**src/include/mmcg_pkg.sv**
```systemverilog
// Constants and types shared by the MMU configuration guard
package mmcg_pkg;
	// CPU modes as presented by the core; other codes are illegal
	typedef enum logic [2:0] {
		MODE_BOOT   = 3'h0,
		MODE_TEST   = 3'h1,
		MODE_CLESS  = 3'h2,
		MODE_SYSTEM = 3'h3,
		MODE_USER   = 3'h4
	} mmcg_mode_t;

	localparam int SFR_AW = 8;
	localparam int MEM_AW = 16;
	localparam int DW     = 8;

	// Segment table base pointer registers (segmentation configuration group)
	localparam logic [SFR_AW-1:0] ADDR_TBL_BASE_LO = 8'h91;
	localparam logic [SFR_AW-1:0] ADDR_TBL_BASE_HI = 8'h92;
	localparam logic [DW-1:0]     TBL_BASE_RESET   = 8'h00;

	// Register group windows, inclusive bounds
	localparam logic [SFR_AW-1:0] GEN_LO  = 8'h80;
	localparam logic [SFR_AW-1:0] GEN_HI  = 8'h8f;
	localparam logic [SFR_AW-1:0] SYS_LO  = 8'ha0;
	localparam logic [SFR_AW-1:0] SYS_HI  = 8'hbf;
	localparam logic [SFR_AW-1:0] HW_LO   = 8'hc0;
	localparam logic [SFR_AW-1:0] HW_HI   = 8'hff;

	// Fixed memory partition: contactless code owns everything from this address up
	localparam logic [MEM_AW-1:0] CLESS_BASE = 16'he000;

	localparam logic [DW-1:0] RDATA_NONE = 8'h00;
endpackage

```
**src/include/mmcg_seg_if.sv**
```systemverilog
// Memory access request and verdict between guard and partition checker
`timescale 1ns/1ps
`default_nettype none
interface mmcg_seg_if;
	mmcg_pkg::mmcg_mode_t    mode;       // Current CPU mode
	logic                    memWrite;   // Access is a write
	logic [mmcg_pkg::MEM_AW-1:0] memAddr; // Access address
	logic                    segRead;    // Segment grants read
	logic                    segWrite;   // Segment grants write
	logic                    tblEnabled; // Segment table pointer non-zero
	logic                    memOk;      // Verdict: access allowed

	modport guard (output mode, memWrite, memAddr, segRead, segWrite, tblEnabled, input memOk);
	modport judge (input mode, memWrite, memAddr, segRead, segWrite, tblEnabled, output memOk);
endinterface
`default_nettype wire

```
**src/design/mmcg_guard.sv**
```systemverilog
// Mode-based guard for the MMU segmentation configuration registers
// Behaviour
// - Boot and test mode code may reach all memory and every register group, but cannot write the segment table pointer.
// - Contactless mode code is confined to its own fixed memory partition, system and user code kept out of it.
// - System mode code may rewrite the segment table pointer and change table entries in writable memory.
// - User mode code gets no access at all to the segmentation configuration registers.
// - Segment table entries get only ordinary memory permissions, so any mode with write rights may change them.
// - Reset clears the segment table pointer to zero, which disables every segment and blocks user code.
// - The memory partition is fixed in every mode and no register or write can move it.
// - Nothing can replace the reset defaults of the attribute registers with other initial values.
// - The segmentation configuration registers can be modified only from system mode.
// - The set of attribute registers is fixed and none can be created at run time.
// - User mode access to hardware component registers follows the right of the executing segment.
`timescale 1ns/1ps
`default_nettype none
module mmcg_guard
(
	input  wire logic                          clock,      // 200 MHz clock
	input  wire logic                          nrst,       // Synchronous reset, active low
	input  wire logic                          ce,         // Clock enable, freezes all state when low
	input  wire logic [2:0]                    cpuMode,    // Current CPU mode code
	input  wire logic                          sfrValid,   // Register access request
	input  wire logic                          sfrWrite,   // Register access is a write
	input  wire logic [mmcg_pkg::SFR_AW-1:0]   sfrAddr,    // Register address
	input  wire logic [mmcg_pkg::DW-1:0]       sfrWdata,   // Register write data
	input  wire logic                          segSfrOk,   // Executing segment grants hardware registers
	input  wire logic                          memValid,   // Memory access request
	input  wire logic                          memWrite,   // Memory access is a write
	input  wire logic [mmcg_pkg::MEM_AW-1:0]   memAddr,    // Memory address
	input  wire logic                          segRead,    // Addressed segment grants read
	input  wire logic                          segWrite,   // Addressed segment grants write
	output logic                               sfrGrant,   // Register access allowed, pulse
	output logic                               sfrDeny,    // Register access refused, pulse
	output logic [mmcg_pkg::DW-1:0]            sfrRdata,   // Read data of a granted pointer read
	output logic                               memGrant,   // Memory access allowed, pulse
	output logic                               memDeny,    // Memory access refused, pulse
	output logic [2*mmcg_pkg::DW-1:0]          tableBase,  // Segment table pointer to the MMU
	output logic                               segEnabled  // Pointer non-zero, segments live
);
	mmcg_pkg::mmcg_mode_t mode;
	logic [mmcg_pkg::DW-1:0] tblLo_ff, tblHi_ff;
	logic sfrGrant_ff, sfrDeny_ff, memGrant_ff, memDeny_ff, segEnabled_ff;
	logic [mmcg_pkg::DW-1:0] sfrRdata_ff, nxt_sfrRdata;
	logic isCfg, isGen, isSys, isHw, sfrOk, cfgWrite, tblEnabled;
	logic [2*mmcg_pkg::DW-1:0] nxt_tableBase;

	mmcg_seg_if segBus ();

	assign mode = mmcg_pkg::mmcg_mode_t'(cpuMode);
	assign tblEnabled = ({tblHi_ff, tblLo_ff} != {mmcg_pkg::TBL_BASE_RESET, mmcg_pkg::TBL_BASE_RESET});

	// Register group decode; only the two pointer bytes are stored here
	assign isCfg = (sfrAddr == mmcg_pkg::ADDR_TBL_BASE_LO) || (sfrAddr == mmcg_pkg::ADDR_TBL_BASE_HI);
	assign isGen = (sfrAddr >= mmcg_pkg::GEN_LO) && (sfrAddr <= mmcg_pkg::GEN_HI);
	assign isSys = (sfrAddr >= mmcg_pkg::SYS_LO) && (sfrAddr <= mmcg_pkg::SYS_HI);
	assign isHw  = (sfrAddr >= mmcg_pkg::HW_LO) && (sfrAddr <= mmcg_pkg::HW_HI);

	// Access matrix; boot and test may read the pointer but only system mode writes it
	always_comb
	begin
		sfrOk = 1'b0;
		unique case (mode)
			mmcg_pkg::MODE_BOOT,
			mmcg_pkg::MODE_TEST:   sfrOk = !(isCfg && sfrWrite);
			mmcg_pkg::MODE_CLESS:  sfrOk = isGen || isHw;
			mmcg_pkg::MODE_SYSTEM: sfrOk = isCfg || isGen || isSys || isHw;
			mmcg_pkg::MODE_USER:   sfrOk = isGen || (isHw && segSfrOk && tblEnabled);
			default:               sfrOk = 1'b0; // Illegal mode code gets nothing
		endcase
	end

	assign cfgWrite = sfrValid && sfrWrite && isCfg && (mode == mmcg_pkg::MODE_SYSTEM);

	// Pointer write; a refused write never reaches the flops
	always_comb
	begin
		nxt_tableBase = {tblHi_ff, tblLo_ff};
		if (cfgWrite && (sfrAddr == mmcg_pkg::ADDR_TBL_BASE_LO))
			nxt_tableBase[mmcg_pkg::DW-1:0] = sfrWdata;
		if (cfgWrite && (sfrAddr == mmcg_pkg::ADDR_TBL_BASE_HI))
			nxt_tableBase[2*mmcg_pkg::DW-1:mmcg_pkg::DW] = sfrWdata;
	end

	// Pointer storage; reset value is a constant with no load path
	always_ff @(posedge clock)
	begin
		if (!nrst)
		begin
			tblLo_ff <= mmcg_pkg::TBL_BASE_RESET;
			tblHi_ff <= mmcg_pkg::TBL_BASE_RESET;
		end
		else if (ce)
		begin
			tblLo_ff <= nxt_tableBase[mmcg_pkg::DW-1:0];
			tblHi_ff <= nxt_tableBase[2*mmcg_pkg::DW-1:mmcg_pkg::DW];
		end
	end

	// Read data only for granted pointer reads, zero otherwise
	always_comb
	begin
		nxt_sfrRdata = mmcg_pkg::RDATA_NONE;
		if (sfrValid && !sfrWrite && sfrOk && (sfrAddr == mmcg_pkg::ADDR_TBL_BASE_LO))
			nxt_sfrRdata = tblLo_ff;
		if (sfrValid && !sfrWrite && sfrOk && (sfrAddr == mmcg_pkg::ADDR_TBL_BASE_HI))
			nxt_sfrRdata = tblHi_ff;
	end

	// Register verdict, one cycle after the request
	always_ff @(posedge clock)
	begin
		if (!nrst)
		begin
			sfrGrant_ff <= 1'b0;
			sfrDeny_ff  <= 1'b0;
			sfrRdata_ff <= mmcg_pkg::RDATA_NONE;
		end
		else if (ce)
		begin
			sfrGrant_ff <= sfrValid && sfrOk;
			sfrDeny_ff  <= sfrValid && !sfrOk;
			sfrRdata_ff <= nxt_sfrRdata;
		end
	end

	// Memory requests go to the partition checker
	assign segBus.mode       = mode;
	assign segBus.memWrite   = memWrite;
	assign segBus.memAddr    = memAddr;
	assign segBus.segRead    = segRead;
	assign segBus.segWrite   = segWrite;
	assign segBus.tblEnabled = tblEnabled;

	mmcg_seg_check u_check
	(
		.seg (segBus.judge)
	);

	// Memory verdict, one cycle after the request
	always_ff @(posedge clock)
	begin
		if (!nrst)
		begin
			memGrant_ff   <= 1'b0;
			memDeny_ff    <= 1'b0;
			segEnabled_ff <= 1'b0;
		end
		else if (ce)
		begin
			memGrant_ff   <= memValid && segBus.memOk;
			memDeny_ff    <= memValid && !segBus.memOk;
			segEnabled_ff <= (nxt_tableBase != {mmcg_pkg::TBL_BASE_RESET, mmcg_pkg::TBL_BASE_RESET});
		end
	end

	assign sfrGrant   = sfrGrant_ff;
	assign sfrDeny    = sfrDeny_ff;
	assign sfrRdata   = sfrRdata_ff;
	assign memGrant   = memGrant_ff;
	assign memDeny    = memDeny_ff;
	assign tableBase  = {tblHi_ff, tblLo_ff};
	assign segEnabled = segEnabled_ff;
endmodule
`default_nettype wire

```
**src/design/mmcg_seg_check.sv**
```systemverilog
// Memory partition and segment permission check
`timescale 1ns/1ps
`default_nettype none
module mmcg_seg_check
(
	mmcg_seg_if.judge seg // Request in, verdict out
);
	logic inCless;

	// Partition boundary is a constant, nothing can move it
	assign inCless = (seg.memAddr >= mmcg_pkg::CLESS_BASE);

	// Verdict per mode; segment table memory gets ordinary permissions only
	always_comb
	begin
		seg.memOk = 1'b0;
		unique case (seg.mode)
			mmcg_pkg::MODE_BOOT,
			mmcg_pkg::MODE_TEST:   seg.memOk = 1'b1;
			mmcg_pkg::MODE_CLESS:  seg.memOk = inCless;
			mmcg_pkg::MODE_SYSTEM: seg.memOk = !inCless;
			mmcg_pkg::MODE_USER:   seg.memOk = !inCless && seg.tblEnabled
				&& (seg.memWrite ? seg.segWrite : seg.segRead);
			default:               seg.memOk = 1'b0; // Illegal mode code
		endcase
	end
endmodule
`default_nettype wire

```
**config.mk**
```make
export PLATFORM = sky130hd
export DESIGN_NAME = mmcg_guard
export DESIGN_NICKNAME = d
export VERILOG_FILES = /design/src/include/mmcg_pkg.sv /design/src/include/mmcg_seg_if.sv /design/src/design/mmcg_guard.sv /design/src/design/mmcg_seg_check.sv
export SDC_FILE = /design/constraint.sdc
export NUM_CORES = 1
export LEC_CHECK = 0
export ABC_AREA = 1
export BUFFER_PORTS_ARGS = -buffer_cell sky130_fd_sc_hd__buf_4
export CAP_MARGIN = 10
export CORE_ASPECT_RATIO = 1.1
export CORE_MARGIN = 5
export CORE_UTILIZATION = 52
export DETAILED_ROUTE_END_ITERATION = 16
export PLACE_DENSITY = 0.85
export SLEW_MARGIN = 40
export SYNTH_ARGS = -nofsm -noshare
export SYNTH_HDL_FRONTEND = slang
export SYNTH_SLANG_ARGS = --single-unit
```
**constraint.sdc**
```tcl
create_clock -name clock -period 4.15 [get_ports clock]
set_clock_uncertainty 0.2 [all_clocks]
set_input_delay 1.0375 -clock clock [delete_from_list [all_inputs] [get_ports clock]]
set_output_delay 1.0375 -clock clock [all_outputs]
set_load 0.01 [all_outputs]
```
==> results of run 1 <==
[cells in the mapped netlist (2+ instances only)]
library cell  instances
nand4_1              19
nand2_1              60
o211ai_1             11
inv_1                53
nand3_2               2
o21ai_1               6
inv_4                 2
o21ai_2               4
clkbuf_1              7
o21ai_0              13
nand2_4               3
nand2_2               2
nand4_4               2
nor2_1               37
dfxtp_1              29
nand3_1              16
buf_6                 2
a21oi_1              10
buf_2                 2
[logic make-up (layout without fill, tap and decap cells)]
| group | Yosys count | in the layout | synth area share |
|---|---|---|---|
| buffers and inverters | 68 | 124 | 0.148 |
| flip-flops | 29 | 29 | 0.309 |
| AND/OR/NAND/NOR | 148 | 148 | 0.392 |
| multiplexers | 1 | 1 | 0.00600 |
| AO/OA/AOI/OAI | 45 | 45 | 0.145 |
[power by group]
group / internal [mW] / switching [mW]
clock network: 0.116 / 0.109
registers: 0.295 / 0.0148
logic: 0.0699 / 0.0857
total: 0.481 / 0.210
[critical path, cell delays in order]
cell and delay (ns):
buf_4 0.11, inv_1 0.04, nand2_1 0.06, nor2_1 0.18
nand2_4 0.10, inv_4 0.13, nand4_4 0.24, o21ai_0 0.30
nand2_1 0.08, nor2_1 0.10, nand3_1 0.10, nor2_1 0.11
nor2_1 0.04
[sequential cells by signal, indices dropped and copies added (netlist names)]
register,cells
sfrRdata,8
tblHi_ff,8
tblLo_ff,8
memDeny,1
memGrant,1
segEnabled,1
sfrDeny,1
sfrGrant,1
[layout make-up]
type / count / area share
clock buffers: 6 / 0.0301
flip-flops and latches: 29 / 0.241
inverters: 56 / 0.0892
repair buffers: 60 / 0.187
multi-input cells: 194 / 0.423
clock inverters: 2 / 0.00415
well taps: 50 / 0.0259
[metal layers]
layer / vias up / GRT usage / wire [um]
met4: 0 / 0.0698 / 91
met2: 63 / 0.374 / 2390
met5: - / 0 / 0
met1: 897 / 0.261 / 2120
li1: 1047 / - / -
met3: 9 / 0.0462 / 312
[how the worst min path moves through the flow]
stage	startpoint	endpoint	slack, ns	cells after the start
after floorplan	memDeny	memDeny	0.29	2
after global placement	memGrant	memGrant	0.26	2
after detailed placement	memGrant	memGrant	0.26	2
after CTS	memGrant	memGrant	0.27	2
after global routing	memGrant	memGrant	0.29	2
final	memGrant	memGrant	0.27	2
[cell usage in the layout (no fill, tap or decap), types with 2 or more instances in the layout]
cell type   n
nand4_4     2
nor2_1     36
clkbuf_8    5
inv_1      53
nand2_4     3
o211ai_1   11
o21ai_2     4
inv_4       2
nor2_2      2
dfxtp_1    29
nand2_2     2
clkinv_2    2
a21oi_1    10
nand3_2     2
o21ai_0    13
buf_4      60
o21ai_1     6
nand3_1    16
nand4_1    19
nand2_1    60
==> results.md, run 1 <==
- Die height: 73.0 um
- Syn_nets: 336
- Hold Buf Count CTS: 0
- Row count: 23
- Routability cong.: 0.867
- Sink Count: 29
- GR Util All Layers: 0.215
- Avg Synthesized Cell Area: 6.45 um^2
- Sequential area share after synthesis: 0.309
- Kind of critical path: input port to flip-flop
- Slew Limit Fails: 0
- Initial antenna violation count: 0
- CP max FO: 15
- Vias/cell: 5.08
- Worst vdd ir: 0.240 mV
- Layout Utilization: 0.676
- Inst Count DP: 389
- Nets: 391
- Worst slew pin tran: 0.585 ns
- Via Count: 2016
- Reg2reg end: sfrRdata[2]
- GRT Residual Overflow: 0
- Final setup viols: 0
- Clock latency on the worst-skew pair: 0.28 ns
- Power Total: 0.690 mW
- Leak: 1.37 nW
- Final WL: 4910 um
- Largest net degree at the start of global routing: 44
- Top_reg_cell synth: dfxtp_1
- Post-CTS sizing: 0
- Top-area cell type share of the netlist area: 0.309
- Starting Density: 0.526
- F_max: 376 MHz
- CTS tree: yes
- Number of fill cells in the layout: 355
- Seq cells post-synth: 29
- Area Growth Syn to Fin: 28.5%
- Critical Path AT: 2.64 ns
- Slew margin rel.: 0.609
- PwrDens: 286 nW/um^2
- Cell type with the largest total area after synthesis: dfxtp_1
- Floorplan core area: 3570 um^2
- Clk pin slew, worst setup/hold paths: 0.07 ns
- Post-synthesis cell count: 291
- Final instance area: 2410 um^2
- R2R depth: 12
- Crit share post-route: 0.641
- Setup ws final: 1.49 ns
- Yosys warning count: 0
- Share of post-route cells with drive strength above 1: 0.254
- Crit. Startpoint: sfrAddr[2]
- Placed Area: 2330 um^2
- DR DRC count: 0
- Worst slack, placed: 1.21 ns
- Startpoint types: input port
- Crit end category: flip-flop
- Port-buffer cells: 60
- Async SR Flop Fraction: 0
- RR Startpoint: tblLo_ff[4]
- DRT Pass-1 Iters: 4
- Status: finished clean
- Synthesized area: 1880 um^2
- Die Area: 4910 um^2
- Multi-input gate area: 1020 um^2
- Hold Crit Class: flip-flop to flip-flop
- Number of H-tree levels: 2
- Min Hold Slack: 0.268 ns
- Final hold viol count: 0
- Register Area: 581 um^2
- Hpwl dp: 3650 um
- Total of max-cap violations: 0
- Ports: 74
- Number of flops mapped to enable cells by yosys: 0
- CTS buffer count: 5
- Clock Path Buffers: 2
- Die W: 67.3 um
- Post-CTS Setup Repair Bufs: 0
- R2R setup slack: 2.15 ns
- Post-route ant nets: 0
- Number of global-route vias before repair: 1859
- RSZ-0062 raised after global routing: false
- Routed len/inst: 12.4 um
- Minimum clock period: 2.66 ns
- Worst Setup EP: segEnabled
- Main area contributors after synthesis: dfxtp_1, nand2_1, inv_1, nor2_1, nand4_1
- Clk root buf: clkbuf_8
- Finished Layout Cells: 397
- Diode count: 0
- First-pass GRT wire length: 8180 um
- Setup TNS: 0 ns
- Synth cell types: 30
- Required @ worst endpoint: 4.13 ns
- Initial DRC count: 159
No activity file was read; power rests on OpenSTA's default activity.
==> inputs of run 2 (changes only) <==
--- a/config.mk
+++ b/config.mk
@@ -10,9 +10,9 @@
 export CAP_MARGIN = 10
 export CORE_ASPECT_RATIO = 1.1
 export CORE_MARGIN = 5
-export CORE_UTILIZATION = 52
+export CORE_UTILIZATION = 49
 export DETAILED_ROUTE_END_ITERATION = 16
-export PLACE_DENSITY = 0.85
+export PLACE_DENSITY = 0.8
 export SLEW_MARGIN = 40
 export SYNTH_ARGS = -nofsm -noshare
 export SYNTH_HDL_FRONTEND = slang
==> constraint.sdc (replaced) <==
create_clock -name clock -period 2.71 [get_ports clock]
set_clock_uncertainty 0.2 [all_clocks]
set_input_delay 0.6775 -clock clock [delete_from_list [all_inputs] [get_ports clock]]
set_output_delay 0.6775 -clock clock [all_outputs]
set_load 0.01 [all_outputs]
==> run 2 against run 1 <==
  * Register-to-register slack got worse by 1.3 ns
  * Sequential share of layout area fell by 0.55 points
  * Flip-flop and latch count unchanged
  * Cell count grew 0.76%
  * Wire length is 3.4% higher
  * Critical path type unchanged
  * Critical path depth unchanged
  * Global-route usage shrank 1.8 points
  * Worst setup slack lost 1.1 ns
  * Clock power rose by 110%
  * Count of clock-buffer cells in the layout grew 1
  * Worst hold slack better by 0.0037 ns
  * Sequential power rose by 53%
  * Largest cell class unchanged
==> results.md, run 2 (same netlist as run 1, synthesis figures left out) <==
- Critical Path AT: 2.28 ns (was 2.64 ns)
- Most frequent cells in the layout: buf_4, nand2_1, inv_1, nor2_1, dfxtp_1 (was nand2_1, buf_4, inv_1, nor2_1, dfxtp_1)
- Die W: 69.0 um (was 67.3 um)
- Switching Fraction: 0.278 (was 0.304)
- Slew margin rel.: 0.624 (was 0.609)
- Setup ws final: 0.410 ns (was 1.49 ns)
- Comb pwr share: 0.201 (was 0.225)
- R2R depth: 12 (unchanged)
- Startpoint types: input port (unchanged)
- Number of global-route vias before repair: 1908 (was 1859)
- Internal: 0.859 mW (was 0.481 mW)
- Die height: 74.9 um (was 73.0 um)
- Final setup viols: 0 (unchanged)
- R2R setup slack: 0.81 ns (was 2.15 ns)
- Die Area: 5170 um^2 (was 4910 um^2)
- Crit end category: flip-flop (unchanged)
- Hold Path Sink: memGrant (unchanged)
- CTS buffer count: 5 (unchanged)
- Minimum clock period: 2.30 ns
- Initial DRC count: 202 (was 159)
- Number of H-tree levels: 2 (unchanged)
- Post-route ant nets: 0 (unchanged)
- Final hold viol count: 0 (unchanged)
- Clk root buf: clkbuf_8 (unchanged)
- Floorplan core area: 3680 um^2 (was 3570 um^2)
- Setup TNS: 0 ns (unchanged)
- Post-CTS Setup Repair Bufs: 0 (unchanged)
- Total of max-cap violations: 0 (unchanged)
- PwrDens: 482 nW/um^2 (was 286 nW/um^2)
- GRT Residual Overflow: 0 (unchanged)
- CTS tree: yes (unchanged)
- Required @ worst endpoint: 2.69 ns (was 4.13 ns)
- Final WL: 5080 um (was 4910 um)
- Vias/cell: 5.19 (was 5.08)
- RR Startpoint: tblLo_ff[4] (unchanged)
- DRT Pass-1 Iters: 4 (unchanged)
- Power Total: 1.19 mW (was 0.690 mW)
- Largest net degree at the start of global routing: 44 (unchanged)
- Routed len/inst: 12.7 um (was 12.4 um)
- Clock latency on the worst-skew pair: 0.28 ns (about the same)
- First-pass GRT wire length: 8190 um (was 8180 um)
- Switching power: 0.331 mW (was 0.210 mW)
- Starting Density: 0.510 (was 0.526)
- Area Growth Syn to Fin: 31.5% (was 28.5%)
- Inst Count DP: 392 (was 389)
- Row count: 23 (unchanged)
- Hpwl dp: 3780 um (was 3650 um)
- Hold path start: memGrant (unchanged)
- Sink Count: 29 (unchanged)
- RSZ-0062 raised after global routing: false (unchanged)
- Port-buffer cells: 60 (unchanged)
- Diode count: 0 (unchanged)
- Clock share of power: 0.400 (was 0.326)
- Hold Buf Count CTS: 0 (unchanged)
- Ports: 74 (unchanged)
- Clock Path Buffers: 2 (unchanged)
- Routability cong.: 0.863 (was 0.867)
- Most common cell after layout, fill and taps aside: buf_4
- Share of post-route cells with drive strength above 1: 0.260 (was 0.254)
- Min Hold Slack: 0.272 ns (was 0.268 ns)
- Worst slack, placed: 0.172 ns (was 1.21 ns)
- Clk pin slew, worst setup/hold paths: 0.07 ns (about the same)
- Hold Crit Depth: 2 (unchanged)
- Crit share post-route: 0.849
- CP max FO: 12 (was 15)
- Leak: 1.39 nW (was 1.37 nW)
- Via Count: 2075 (was 2016)
- Initial antenna violation count: 0 (unchanged)
- Post-CTS sizing: 0 (unchanged)
- Slew Limit Fails: 0 (unchanged)
- Worst slew pin tran: 0.564 ns (was 0.585 ns)
- Sequential power share: 0.399 (was 0.448)
- F_max: 435 MHz
- GR Util All Layers: 0.197 (was 0.215)
- Reg2reg end: sfrRdata[4] (was sfrRdata[2])
- Worst vdd ir: 0.335 mV (was 0.240 mV)
- Finished Layout Cells: 400 (was 397)
- Status: finished clean (unchanged)
- Hold Crit Class: flip-flop to flip-flop (unchanged)
- Nets: 394 (was 391)
- DR DRC count: 0 (unchanged)
- Kind of critical path: input port to flip-flop (unchanged)
[run 2: changes by cell type in the layout (fill, tap and decap cells not counted)]
cell       delta
buf_4         +3
clkinv_2      -2
clkbuf_8      +1
bufinv_16     +1
[run 2: per-stage QoR]
step	area (um^2)	utilization
floorplan	1880	-
global placement	2350	0.638
global route	2470	0.670
CTS	2470	0.669
finish	2470	0.670
detailed placement	2350	0.638
[run 2: area by class of cell]
| class | count | area, um^2 |
|---|---|---|
| Fill cell | 356 | 1210 |
| Multi-Input combinational cell | 194 | 1020 |
| Sequential cell | 29 | 581 |
| Timing Repair Buffer | 63 | 473 |
| Inverter | 56 | 215 |
| Clock buffer | 7 | 86.3 |
| Tap cell | 50 | 62.6 |
| Clock inverter | 1 | 30.0 |
[run 2: how the worst max path moves through the flow]
| stage | startpoint | to | slack, ns | cells after the start |
|---|---|---|---|---|
| after floorplan | sfrAddr[3] | segEnabled | 0.55 | 13 |
| after global placement | sfrAddr[3] | segEnabled | 0.19 | 13 |
| after detailed placement | sfrAddr[6] | segEnabled | 0.17 | 13 |
| after global routing | sfrAddr[6] | segEnabled | 0.31 | 13 |
| after CTS | sfrAddr[6] | segEnabled | 0.46 | 13 |
| final | sfrAddr[6] | segEnabled | 0.41 | 13 |
[run 2: layer usage]
| metal | vias up | track usage | routed length [um] |
|---|---|---|---|
| met5 | - | 0 | 0 |
| met4 | 0 | 0.0889 | 104 |
| met3 | 9 | 0.0641 | 508 |
| met2 | 85 | 0.346 | 2420 |
| met1 | 933 | 0.223 | 2050 |
| li1 | 1048 | - | - |
[run 2: power by group through the flow]
stage          logic, mW  registers, mW  clock network (mW)
2_1_floorplan      0.125          0.490                   0
3_3_place_gp       0.234          0.484                   0
3_5_place_dp       0.239          0.484                   0
4_1_cts            0.240          0.475               0.476
5_1_grt            0.269          0.478               0.495
6_report           0.240          0.475               0.476
[run 2: worst max-delay path, cell delays in order]
cell and delay (ns):
buf_4 0.12, inv_1 0.06, nand2_2 0.07, nor2_4 0.16, nand2_4 0.09, inv_4 0.13, nand4_4 0.21, o21ai_0 0.26
nand2_1 0.09, nor2_1 0.16, nand3_1 0.10, nor2_1 0.11, nor2_1 0.04
